File: src/rtcatc_defines.svh
// Register offsets, field positions, reset values and divider constants
`ifndef RTCATC_DEFINES_SVH
`define RTCATC_DEFINES_SVH

`define RTCATC_ADDR_W 4
`define RTCATC_OFS_CTRL 4'h0
`define RTCATC_OFS_BANK 4'h1
`define RTCATC_OFS_ALM_MIN 4'h2
`define RTCATC_OFS_ALM_HOUR 4'h3
`define RTCATC_OFS_ALM_DATE 4'h4
`define RTCATC_OFS_ALM_WDAY 4'h5
`define RTCATC_OFS_SECONDS 4'h6

`define RTCATC_CTRL_RESET 8'hc7
`define RTCATC_CTRL_ONE_SECOND_PULSE_DISABLE_BIT 7
`define RTCATC_CTRL_SIXTEENTH_PULSE_DISABLE_BIT 6
`define RTCATC_CTRL_PRST_BIT 5
`define RTCATC_CTRL_AINIT_BIT 4

`define RTCATC_BANK_IRQEN_BIT 7
`define RTCATC_BANK_ADJUST_BIT 4
`define RTCATC_BANK_RUN_BIT 3
`define RTCATC_BANK_ALMEN_BIT 2
`define RTCATC_BANK_SEL_BIT 0

`define RTCATC_ALM_INIT_MIN 8'h00
`define RTCATC_ALM_INIT_HOUR 8'h00
`define RTCATC_ALM_INIT_DATE 8'h01
`define RTCATC_ALM_INIT_WDAY 8'h00

`define RTCATC_LS_HZ 32768
`define RTCATC_PRESC_MAX 15'h7fff
`define RTCATC_PRESC16_MAX 11'h7ff
`define RTCATC_SEC_LAST 6'h3b
`define RTCATC_SEC_HALF 6'h1e

`endif

File: src/rtcatc_pkg.sv
// Types shared by the alarm and tick control block
package rtcatc_pkg;

   // Minute, hour, date and weekday as held in either bank
   typedef struct packed {
      logic [7:0] minute;
      logic [7:0] hour;
      logic [7:0] date;
      logic [7:0] weekday;
   } rtcatc_time_s;

   // Which event drives the alarm pin and interrupt line
   typedef enum logic [1:0] {
      RTCATC_SRC_NONE = 2'h0,
      RTCATC_SRC_ALARM = 2'h1,
      RTCATC_SRC_1HZ = 2'h2,
      RTCATC_SRC_16HZ = 2'h3
   } rtcatc_src_e;

   // Output pulse state, one-hot
   typedef enum logic [1:0] {
      RTCATC_PULSE_IDLE = 2'b01,
      RTCATC_PULSE_LOW = 2'b10
   } rtcatc_pulse_e;

endpackage

File: src/rtcatc_top.sv
// Alarm, prescaler and pulse control of the calendar clock
// Function
// - Alarm initialise loads 00 min, 00 hr, day 01, Sunday.
// - Prescaler reset sampled on slow clock, readable pending.
// - Prescaler divides 32.768 kHz down to 1 Hz.
// - 1 Hz interrupt coincides with seconds count-up.
// - First tick one second after prescaler reset.
// - Run enable low stops counting, prescaler keeps going.
// - Bank select opens alarm bank; pin source selectable.
// - Interrupt pulse with pin pulse, one slow cycle.
// - Clock bank equals alarm bank drives alarm pulse.
// - Alarm updates take effect on slow clock.
// - Source 1 Hz gives 1 Hz pulse train.
// - Source 16 Hz gives 16 Hz pulse train.
// - Adjust clears seconds, carries minute from 30.
`timescale 1ns/1ps
`default_nettype none
`include "rtcatc_defines.svh"

module rtcatc_top (
   input wire logic clk_in,
   input wire logic sys_rst_in,
   input wire logic [`RTCATC_ADDR_W-1:0] reg_addr_in,
   input wire logic [7:0] reg_wr_data_in,
   input wire logic reg_wr_strobe_in,
   input wire logic reg_rd_strobe_in,
   output logic [7:0] reg_rd_data_out,
   input wire logic low_speed_clk_in,
   input wire rtcatc_pkg::rtcatc_time_s clock_bank_in,
   output logic minute_carry_out,
   output logic alarm_output_pin_n_out,
   output logic rtc_interrupt_line_n_out
);

   // Slow clock synchroniser and edge detector
   logic ls_sync1_q, ls_sync2_q, ls_prev_q;
   logic ls_tick;
   // Control fields
   logic one_second_pulse_disable_q, one_second_pulse_disable_d;
   logic sixteenth_pulse_disable_q, sixteenth_pulse_disable_d;
   logic prescaler_reset_request_q, prescaler_reset_request_d;
   logic [2:0] ctrl_low_q, ctrl_low_d; // Stored as written
   logic interrupt_output_enable_q, interrupt_output_enable_d;
   logic adjust_q, adjust_d;
   logic clock_run_enable_q, clock_run_enable_d;
   logic alarm_enable_q, alarm_enable_d;
   logic bank_sel_q, bank_sel_d; // 1 selects alarm bank
   // Alarm bank as software sees it, and the copy the comparator uses
   rtcatc_pkg::rtcatc_time_s alarm_q, alarm_d;
   rtcatc_pkg::rtcatc_time_s alarm_shadow_q, alarm_shadow_d;
   // Dividers
   logic [14:0] presc_q, presc_d;
   logic [5:0] sec_q, sec_d;
   logic match_prev_q, match_prev_d;
   logic minute_carry_q, minute_carry_d;
   // Pulse generator
   rtcatc_pkg::rtcatc_pulse_e pulse_q, pulse_d;
   logic alarm_n_q, alarm_n_d;
   logic irq_n_q, irq_n_d;
   logic [7:0] rd_data_q, rd_data_d;
   // Derived terms
   logic hz1, hz16, match_now, event_now;
   rtcatc_pkg::rtcatc_src_e src;

   // Two flops before any logic looks at the slow clock
   always_ff @(posedge clk_in) begin
      if (sys_rst_in) begin
         ls_sync1_q <= 1'b0;
         ls_sync2_q <= 1'b0;
         ls_prev_q <= 1'b0;
      end else begin
         ls_sync1_q <= low_speed_clk_in;
         ls_sync2_q <= ls_sync1_q;
         ls_prev_q <= ls_sync2_q;
      end
   end

   // One fast cycle per rising slow-clock edge
   assign ls_tick = ls_sync2_q & ~ls_prev_q;

   // Divider taps; a pending prescaler reset suppresses both
   assign hz1 = (presc_q == `RTCATC_PRESC_MAX) & ~prescaler_reset_request_q;
   assign hz16 = (presc_q[10:0] == `RTCATC_PRESC16_MAX)
                 & ~prescaler_reset_request_q;

   // Alarm match against the slow-clock copy of the alarm bank
   assign match_now = (clock_bank_in == alarm_shadow_q);

   // Source selection from pulse disables and alarm enable
   always_comb begin
      unique case ({one_second_pulse_disable_q, sixteenth_pulse_disable_q,
                    alarm_enable_q})
         3'b111: src = rtcatc_pkg::RTCATC_SRC_ALARM;
         3'b010: src = rtcatc_pkg::RTCATC_SRC_1HZ;
         3'b100: src = rtcatc_pkg::RTCATC_SRC_16HZ;
         default: src = rtcatc_pkg::RTCATC_SRC_NONE;
      endcase
   end

   // Event for this slow cycle; nothing leaves while interrupts are off
   always_comb begin
      unique case (src)
         rtcatc_pkg::RTCATC_SRC_ALARM: event_now = match_now & ~match_prev_q;
         rtcatc_pkg::RTCATC_SRC_1HZ: event_now = hz1;
         rtcatc_pkg::RTCATC_SRC_16HZ: event_now = hz16;
         default: event_now = 1'b0;
      endcase
   end

   // Next state: slow-clock work first, bus writes last so a set wins
   always_comb begin
      one_second_pulse_disable_d = one_second_pulse_disable_q;
      sixteenth_pulse_disable_d = sixteenth_pulse_disable_q;
      prescaler_reset_request_d = prescaler_reset_request_q;
      ctrl_low_d = ctrl_low_q;
      interrupt_output_enable_d = interrupt_output_enable_q;
      adjust_d = adjust_q;
      clock_run_enable_d = clock_run_enable_q;
      alarm_enable_d = alarm_enable_q;
      bank_sel_d = bank_sel_q;
      alarm_d = alarm_q;
      alarm_shadow_d = alarm_shadow_q;
      presc_d = presc_q;
      sec_d = sec_q;
      match_prev_d = match_prev_q;
      minute_carry_d = 1'b0;
      pulse_d = pulse_q;
      rd_data_d = 8'h00;
      if (ls_tick) begin
         // Alarm edits reach the comparator one slow cycle late
         alarm_shadow_d = alarm_q;
         match_prev_d = match_now;
         if (prescaler_reset_request_q) begin
            // Restart from zero so the next tick is a full second away
            presc_d = 15'h0000;
            prescaler_reset_request_d = 1'b0;
         end else begin
            presc_d = presc_q + 15'h0001;
         end
         if (hz1 && clock_run_enable_q) begin
            if (adjust_q) begin
               // Carry only when at least half a minute had passed
               minute_carry_d = (sec_q >= `RTCATC_SEC_HALF);
               sec_d = 6'h00;
               adjust_d = 1'b0;
            end else if (sec_q == `RTCATC_SEC_LAST) begin
               minute_carry_d = 1'b1;
               sec_d = 6'h00;
            end else begin
               sec_d = sec_q + 6'h01;
            end
         end
         // One slow cycle of low, then release
         unique case (pulse_q)
            rtcatc_pkg::RTCATC_PULSE_IDLE: begin
               if (event_now && interrupt_output_enable_q) begin
                  pulse_d = rtcatc_pkg::RTCATC_PULSE_LOW;
               end
            end
            rtcatc_pkg::RTCATC_PULSE_LOW: begin
               pulse_d = rtcatc_pkg::RTCATC_PULSE_IDLE;
            end
         endcase
      end
      if (reg_wr_strobe_in) begin
         unique case (reg_addr_in)
            `RTCATC_OFS_CTRL: begin
               // Full-byte write; pending request can only be set here
               one_second_pulse_disable_d =
                  reg_wr_data_in[`RTCATC_CTRL_ONE_SECOND_PULSE_DISABLE_BIT];
               sixteenth_pulse_disable_d =
                  reg_wr_data_in[`RTCATC_CTRL_SIXTEENTH_PULSE_DISABLE_BIT];
               ctrl_low_d = reg_wr_data_in[2:0];
               if (reg_wr_data_in[`RTCATC_CTRL_PRST_BIT]) begin
                  prescaler_reset_request_d = 1'b1;
               end
               if (reg_wr_data_in[`RTCATC_CTRL_AINIT_BIT]) begin
                  alarm_d.minute = `RTCATC_ALM_INIT_MIN;
                  alarm_d.hour = `RTCATC_ALM_INIT_HOUR;
                  alarm_d.date = `RTCATC_ALM_INIT_DATE;
                  alarm_d.weekday = `RTCATC_ALM_INIT_WDAY;
               end
            end
            `RTCATC_OFS_BANK: begin
               interrupt_output_enable_d =
                  reg_wr_data_in[`RTCATC_BANK_IRQEN_BIT];
               clock_run_enable_d = reg_wr_data_in[`RTCATC_BANK_RUN_BIT];
               alarm_enable_d = reg_wr_data_in[`RTCATC_BANK_ALMEN_BIT];
               bank_sel_d = reg_wr_data_in[`RTCATC_BANK_SEL_BIT];
               if (reg_wr_data_in[`RTCATC_BANK_ADJUST_BIT]) begin
                  adjust_d = 1'b1;
               end
            end
            // Alarm offsets only take writes with the bank selected; AINIT in CTRL loads the bank regardless
            `RTCATC_OFS_ALM_MIN: begin
               if (bank_sel_q) alarm_d.minute = reg_wr_data_in;
            end
            `RTCATC_OFS_ALM_HOUR: begin
               if (bank_sel_q) alarm_d.hour = reg_wr_data_in;
            end
            `RTCATC_OFS_ALM_DATE: begin
               if (bank_sel_q) alarm_d.date = reg_wr_data_in;
            end
            `RTCATC_OFS_ALM_WDAY: begin
               if (bank_sel_q) alarm_d.weekday = reg_wr_data_in;
            end
            default: begin
               // Unmapped or read-only: write ignored
            end
         endcase
      end
      if (reg_rd_strobe_in) begin
         unique case (reg_addr_in)
            `RTCATC_OFS_CTRL: rd_data_d = {one_second_pulse_disable_q,
               sixteenth_pulse_disable_q, prescaler_reset_request_q,
               2'b00, ctrl_low_q};
            `RTCATC_OFS_BANK: rd_data_d = {interrupt_output_enable_q,
               2'b00, adjust_q, clock_run_enable_q, alarm_enable_q,
               1'b0, bank_sel_q};
            `RTCATC_OFS_ALM_MIN:
               rd_data_d = bank_sel_q ? alarm_q.minute : 8'h00;
            `RTCATC_OFS_ALM_HOUR:
               rd_data_d = bank_sel_q ? alarm_q.hour : 8'h00;
            `RTCATC_OFS_ALM_DATE:
               rd_data_d = bank_sel_q ? alarm_q.date : 8'h00;
            `RTCATC_OFS_ALM_WDAY:
               rd_data_d = bank_sel_q ? alarm_q.weekday : 8'h00;
            `RTCATC_OFS_SECONDS: rd_data_d = {2'b00, sec_q};
            default: rd_data_d = 8'h00; // Unmapped reads zero
         endcase
      end
      // Pin and interrupt line move together, both straight from flops
      alarm_n_d = (pulse_d != rtcatc_pkg::RTCATC_PULSE_LOW);
      irq_n_d = (pulse_d != rtcatc_pkg::RTCATC_PULSE_LOW);
   end

   // Register everything
   always_ff @(posedge clk_in) begin
      if (sys_rst_in) begin
         one_second_pulse_disable_q <= 1'b1;
         sixteenth_pulse_disable_q <= 1'b1;
         prescaler_reset_request_q <= 1'b0;
         ctrl_low_q <= 3'h7;
         interrupt_output_enable_q <= 1'b0;
         adjust_q <= 1'b0;
         clock_run_enable_q <= 1'b0;
         alarm_enable_q <= 1'b0;
         bank_sel_q <= 1'b0;
         alarm_q <= 32'h0000_0100;
         alarm_shadow_q <= 32'h0000_0100;
         presc_q <= 15'h0000;
         sec_q <= 6'h00;
         match_prev_q <= 1'b0;
         minute_carry_q <= 1'b0;
         pulse_q <= rtcatc_pkg::RTCATC_PULSE_IDLE;
         alarm_n_q <= 1'b1;
         irq_n_q <= 1'b1;
         rd_data_q <= 8'h00;
      end else begin
         one_second_pulse_disable_q <= one_second_pulse_disable_d;
         sixteenth_pulse_disable_q <= sixteenth_pulse_disable_d;
         prescaler_reset_request_q <= prescaler_reset_request_d;
         ctrl_low_q <= ctrl_low_d;
         interrupt_output_enable_q <= interrupt_output_enable_d;
         adjust_q <= adjust_d;
         clock_run_enable_q <= clock_run_enable_d;
         alarm_enable_q <= alarm_enable_d;
         bank_sel_q <= bank_sel_d;
         alarm_q <= alarm_d;
         alarm_shadow_q <= alarm_shadow_d;
         presc_q <= presc_d;
         sec_q <= sec_d;
         match_prev_q <= match_prev_d;
         minute_carry_q <= minute_carry_d;
         pulse_q <= pulse_d;
         alarm_n_q <= alarm_n_d;
         irq_n_q <= irq_n_d;
         rd_data_q <= rd_data_d;
      end
   end

   assign reg_rd_data_out = rd_data_q;
   assign minute_carry_out = minute_carry_q;
   assign alarm_output_pin_n_out = alarm_n_q;
   assign rtc_interrupt_line_n_out = irq_n_q;
endmodule // rtcatc_top
`default_nettype wire

File: config.mk
export PLATFORM = sky130hd
export DESIGN_NAME = rtcatc_top
export DESIGN_NICKNAME = d
export VERILOG_FILES = /design/src/rtcatc_pkg.sv /design/src/rtcatc_top.sv
export VERILOG_INCLUDE_DIRS = /design/src
export SDC_FILE = /design/constraint.sdc
export NUM_CORES = 1
export LEC_CHECK = 0
export ABC_AREA = 1
export BUFFER_PORTS_ARGS = -buffer_cell sky130_fd_sc_hd__buf_2
export CORE_UTILIZATION = 45
export DETAILED_ROUTE_END_ITERATION = 8
export HOLD_SLACK_MARGIN = 0.05
export PLACE_DENSITY = 0.74
export SLEW_MARGIN = 0
export SYNTH_ARGS = -nofsm -noshare
export SYNTH_HDL_FRONTEND = slang
export SYNTH_SLANG_ARGS = --single-unit
File: constraint.sdc
create_clock -name clk_in -period 1.5 [get_ports clk_in]
set_input_delay 0.45 -clock clk_in [delete_from_list [all_inputs] [get_ports clk_in]]
set_output_delay 0.45 -clock clk_in [all_outputs]
set_load 0.1 [all_outputs]
**Yosys cells after proc, flatten, opt, wreduce, memory -nomap -nowiden**

Index checks and enable logic that the tools add are counted.

- Word-level logic and storage cells: 110
- Output and inout bits: 11
- Register bits: 112
- Input port bits: 49

- Bitwise logic cells: 10
- Mux-type cells: 30
- Reductions and logical operators: 16
- $add $sub $neg: 2
- Magnitude comparators: 1
- Equal/unequal tests: 24

Operator list:

| kind | count |
|---|---|
| case mux 8 bit (2 select lines) | 4 |
| case mux 8 bit (7 select lines) | 1 |
| two-way mux 8 bit | 5 |
| == test 32 bit | 1 |
| two-way mux 32 bit | 1 |
| AND reduction 4 bit | 4 |
| adder 15 x 1 -> 15 bit, second input constant | 1 |
| == test 15 bit, second input constant | 1 |
| two-way mux 15 bit | 1 |
| == test 4 x 3 -> 1 bit, second input constant | 3 |
| two-way mux 6 bit | 2 |
| != test 2 bit, second input constant | 6 |
| == test 11 bit, second input constant | 1 |
| two-way mux 1 bit | 11 |
| == test 4 x 2 -> 1 bit, second input constant | 2 |
| nonzero test 2 bit | 4 |
| adder 6 x 1 -> 6 bit, second input constant | 1 |
| == test 2 bit, second input constant | 3 |
| == test 3 bit, second input constant | 2 |
| == test 6 bit, second input constant | 1 |
| greater-or-equal comparator 6 x 5 -> 1 bit, second input constant | 1 |
| inverter 1 bit | 6 |
| case mux 2 bit (3 select lines) | 1 |
| AND reduction 2 bit | 3 |
| other kinds (11) | 17 |

**Logic depth before layout (Yosys ltp)**

- Word-level depth: 9
- Depth in mapped cells: 12
- Gate-level depth less buffers: 12

**Worst setup path after synthesis**

Ideal clock, no wire load.

- Path kind: register to output
- Start point: register irq_n_q (netlist: rtc_interrupt_line_n_out)
- End point: output rtc_interrupt_line_n_out
- Required time: 1.050 ns
- Stages on the path, launching flop included: 2
- Path slack: -0.306 ns
- Path buffers: 1
- Arrival: 1.356 ns
- Path through: dfxtp_1 > buf_4

RTL lines:

| what | line | text |
|---|---|---|
| start, declared | rtcatc_top.sv:59 | `logic irq_n_q, irq_n_d;` |
| start signal, assigned | rtcatc_top.sv:277 | `irq_n_q <= irq_n_d;` |
| end, declared | rtcatc_top.sv:32 | `output logic rtc_interrupt_line_n_out` |

No word-level cell between the ends.

**Final worst setup path**

- Start point: register presc_q[1]
- End point: register sec_q[1]

- Longest elaborated chain between the ends: 4

Ends and longest elaborated chain:

| what | line | text |
|---|---|---|
| start, declared | rtcatc_top.sv:52 | `logic [14:0] presc_q, presc_d;` |
| start signal, assigned | rtcatc_top.sv:271 | `presc_q <= presc_d;` |
| == test 15 bit (no line) | n/a |  |
| AND 1 bit | rtcatc_top.sv:82 | `` assign hz1 = (presc_q == `RTCATC_PRESC_MAX) & ~prescaler_reset_request_q; `` |
| logical AND 1 bit | rtcatc_top.sv:140 | `if (hz1 && clock_run_enable_q) begin` |
| AND reduction 2 bit (no line) | n/a |  |
| end signal, assigned | rtcatc_top.sv:252 | `sec_q <= 6'h00;` |
| end signal, assigned | rtcatc_top.sv:272 | `sec_q <= sec_d;` |
| end, declared | rtcatc_top.sv:53 | `logic [5:0] sec_q, sec_d;` |

No other way between the ends.
A chain may end at the register's enable or synchronous reset.

==> flow_summary.toml <==
[outcome]
violations = "setup timing"
outcome = "complete, but fails checks"

[power_and_ir_drop]
peakVddDrop_mv = 0.448
p_clk_frac = 0.384
power_density_nw_per_um2 = 882
power_frac_comb = 0.095
power.switching_mw = 1.49
seqPwrFrac = 0.521
p_leak_nw = 2.74
power.internal_mw = 4.41
sw_frac_of_total = 0.253

[finish]
fin_area_um2 = 6690
multi_input_area_um2 = 2670
final_nets = 869
nFillCells = 1008
antenna_cells = 0
seqCellArea_um2 = 2250
syn2layout_area_growth_pct = 28.0
layout-drive-gt1-share = 0.268
stdcell_count = 962

[clock_tree]
clock_sinks = 112
cts_buffer_depth = 2
h-tree-depth = 3
clkSlewWorstSetupHoldPaths_ns = 0.07
worstSkewPairLatency_ns = 0.35
cts_buffers = 9
root_buffer = "clkbuf_16"
ctsHoldBuffers = 0
cts_tree = "yes"

[yosys]
synth_fa_ha_area_frac = 0.00719
synth_simple_gate_area_frac = 0.261
synth_fp_nets = 762
avgSynthCellArea_um2 = 7.36
synthesis.area_um2 = 5220
synthCells = 710
synth-seq-area-share = 0.429
ys_ff_latch = 112
ys_warn_count = 0
synthMuxAreaShare = 0
synth-xor-area-share = 0.0419
synth_cell_types = 47
synth-main-ff-cell = "dfxtp_1"
synth_top_family_by_area = "simple AND/OR/NAND/NOR gates"
synth-compound-area-share = 0.173
synth_edf_count = 0
async_flop_share = 0

[placement]
gp_congestion = 0.949
dpl.cell_count = 939
postPlaceCellArea_um2 = 6200
io_buffer_count = 59
place.detailed.hpwl_um = 10900

[sta]
grt_setup_unrepaired = "true"
setup_violations = 10
relSlewSlack = 0.752
fmax_mhz = 636
maxSlewViolCount = 0
hold_ws_ns = 0.300
fin_tns_setup_ns = -0.389
setup_ws_ns = -0.0727
min_period_ns = 1.57
fin_skew_ns = 0.00588
hold_viol_final = 0
finalCritPeriodShare = 1.05
worst_pin_slew_ns = 0.368

[drt]
top_layer = "met4"
antenna_left = 0
wl_um = 14500
drcViolationCount = 0
via_count = 5082
met3_length_um = 757
wl_met2_um = 6710
drtPass1Iterations = 5
avgViaCountPerCell = 5.28
wl_per_cell_um = 15.0
wl_met1_um = 6610
drtIter0Drc = 256

[critical_path]
r2r-end = "sec_q[1]$_SDFFE_PP0P_"
critPathKind = "reg2reg"
slowest_stage = "dfxtp_2"
worstPathRequired_ns = 1.75
crit_fanout = 4
startpoint_type = "flop"
cp-endpoint = "sec_q[1]$_SDFFE_PP0P_"
cp_num_buf_inv = 2
endpoint_kind = "flop"
arrival_ns = 1.82
cp_slowest_stage_delay_ns = 0.36
r2r_start = "presc_q[1]$_SDFFE_PP0P_"
crit_cells = 9
reg2reg_depth = 9
r2r_setup_slack_ns = -0.07
critical_path.top_delay_family = "simple AND/OR/NAND/NOR gates"
critPathLaunch = "presc_q[1]$_SDFFE_PP0P_"
crit_chain = "ha_4 -> nand2_4 -> nor3_4 -> nand4_4 -> nor2_4 -> buf_4 -> buf_6 -> o21ai_0 -> o211a_1"

[global_route]
grt_use_total = 0.251
gr-total-overflow = 0
grt_antenna_before_repair = 0
grt_pass1_wl_um = 23000
grt_pass1_vias = 4765
grt_start_max_net_pins = 35

[floorplanning]
die-area_um2 = 12000
die_w_um = 110
start_util = 0.472
die_h_um = 110
core_um2 = 11100
pin_count = 60
std_cell_rows = 38

[worst_hold_path]
hp-class = "in2reg"

[job]
max-cap-violations = 0
synth_stat cells, types with 3 or more instances:
cell type  instances  area [um2]
inv_2              5        18.8
nand2_1          155         582
nor3b_1            4        30.0
xnor2_1           21         184
buf_2              3        15.0
xor2_1             4        35.0
clkbuf_1          16        60.1
nor2_4             5        56.3
a211oi_1           5        37.5
inv_1             80         300
a31oi_1            6        37.5
dfxtp_1          112        2240
nor3_1             9        45.0
ha_1               3        37.5
o21ai_0           48         240
nor2_1            57         214
nor2_2             3        18.8
nand2_2           10        62.6
o21bai_1           3        22.5
nand3_1           42         210
o22ai_1            5        31.3
a21oi_2            8        70.1
nand4_1            5        31.3
a21oi_1           69         345
o31ai_1            4        30.0
flip-flops by register name, summed over array words and instances (netlist names), 2 cells and up:
register and flops:
sec_q 6, alarm_shadow_q 32, alarm_q 32, presc_q 15, ctrl_low_q 3, pulse_q 2
reg_rd_data_out 8
layer usage:
| metal | up-vias | track usage |
|---|---|---|
| li1 | 2520 | - |
| met1 | 2368 | 0.340 |
| met5 | - | 0 |
| met2 | 168 | 0.398 |
| met4 | 0 | 0.118 |
| met3 | 26 | 0.0308 |
power by group through the flow:
stage / logic (mW) / clock network [mW] / registers [mW]
after global placement: 0.519 / 0 / 3.14
after floorplan: 0.298 / 0 / 3.14
after detailed placement: 0.536 / 0 / 3.14
final: 0.563 / 2.26 / 3.07
after CTS: 0.544 / 2.30 / 3.07
after global routing: 0.620 / 2.41 / 3.08
logic make-up (layout without fill, tap and decap cells):
group	Yosys count	in the layout
buffers and inverters	114	226
AND/OR/NAND/NOR	299	299
XOR/XNOR	25	25
flip-flops	112	112
adder cells (fa/ha/maj)	3	3
AO/OA/AOI/OAI	157	157
repair_timing:
action,CTS,global route
resized for setup,20,28
endpoints found under the setup margin,21,38
buffers inserted,1,6
pin swaps,9,6
tightest hold or removal path: cells and delay by family:
family                 cells  cell delay [ns]
buffers and inverters      2             0.11
and+or+nand+nor            1             0.06
placed cells by master, fill, tap and decap left out, types with 9 or more instances in the layout:
cell / instances
clkbuf_16: 9
a21oi_1: 66
inv_1: 75
inv_2: 10
nor2_1: 49
nand3_1: 40
o21ai_0: 48
dfxtp_1: 105
buf_12: 13
xnor2_1: 21
nand2_1: 146
buf_2: 48
nand2_2: 17
nor2_4: 9
buf_4: 50
a21oi_2: 11
cell type report:
class,count,area share
multi-input cells,484,0.399
flip-flops and latches,112,0.337
repair buffers,120,0.145
inverters,90,0.0522
clock buffers,11,0.0348
well taps,140,0.0262
clock inverters,5,0.00618
how the worst min path moves through the flow:
stage                          start                     to  slack, ns  depth (start not counted)
2_1_floorplan  ls_sync1_q$_SDFF_PP0_  ls_sync2_q$_SDFF_PP0_       0.39                          2
3_3_place_gp   ls_sync1_q$_SDFF_PP0_  ls_sync2_q$_SDFF_PP0_       0.39                          2
3_5_place_dp   ls_sync1_q$_SDFF_PP0_  ls_sync2_q$_SDFF_PP0_       0.39                          2
4_1_cts             low_speed_clk_in  ls_sync1_q$_SDFF_PP0_       0.30                          3
5_1_grt             low_speed_clk_in  ls_sync1_q$_SDFF_PP0_       0.33                          3
6_report            low_speed_clk_in  ls_sync1_q$_SDFF_PP0_       0.30                          3
metrics by stage:
stage | setup WS [ns] | power (mW) | util
finish | -0.0727 | 5.90 | 0.604
global route | -0.158 | 6.11 | 0.604
CTS | -0.0552 | 5.91 | 0.592
detailed placement | -0.313 | 3.68 | 0.560
global placement | -0.239 | 3.66 | 0.560
floorplan | -0.0740 | 3.44 | -
No activity file was read; power rests on OpenSTA's default activity.
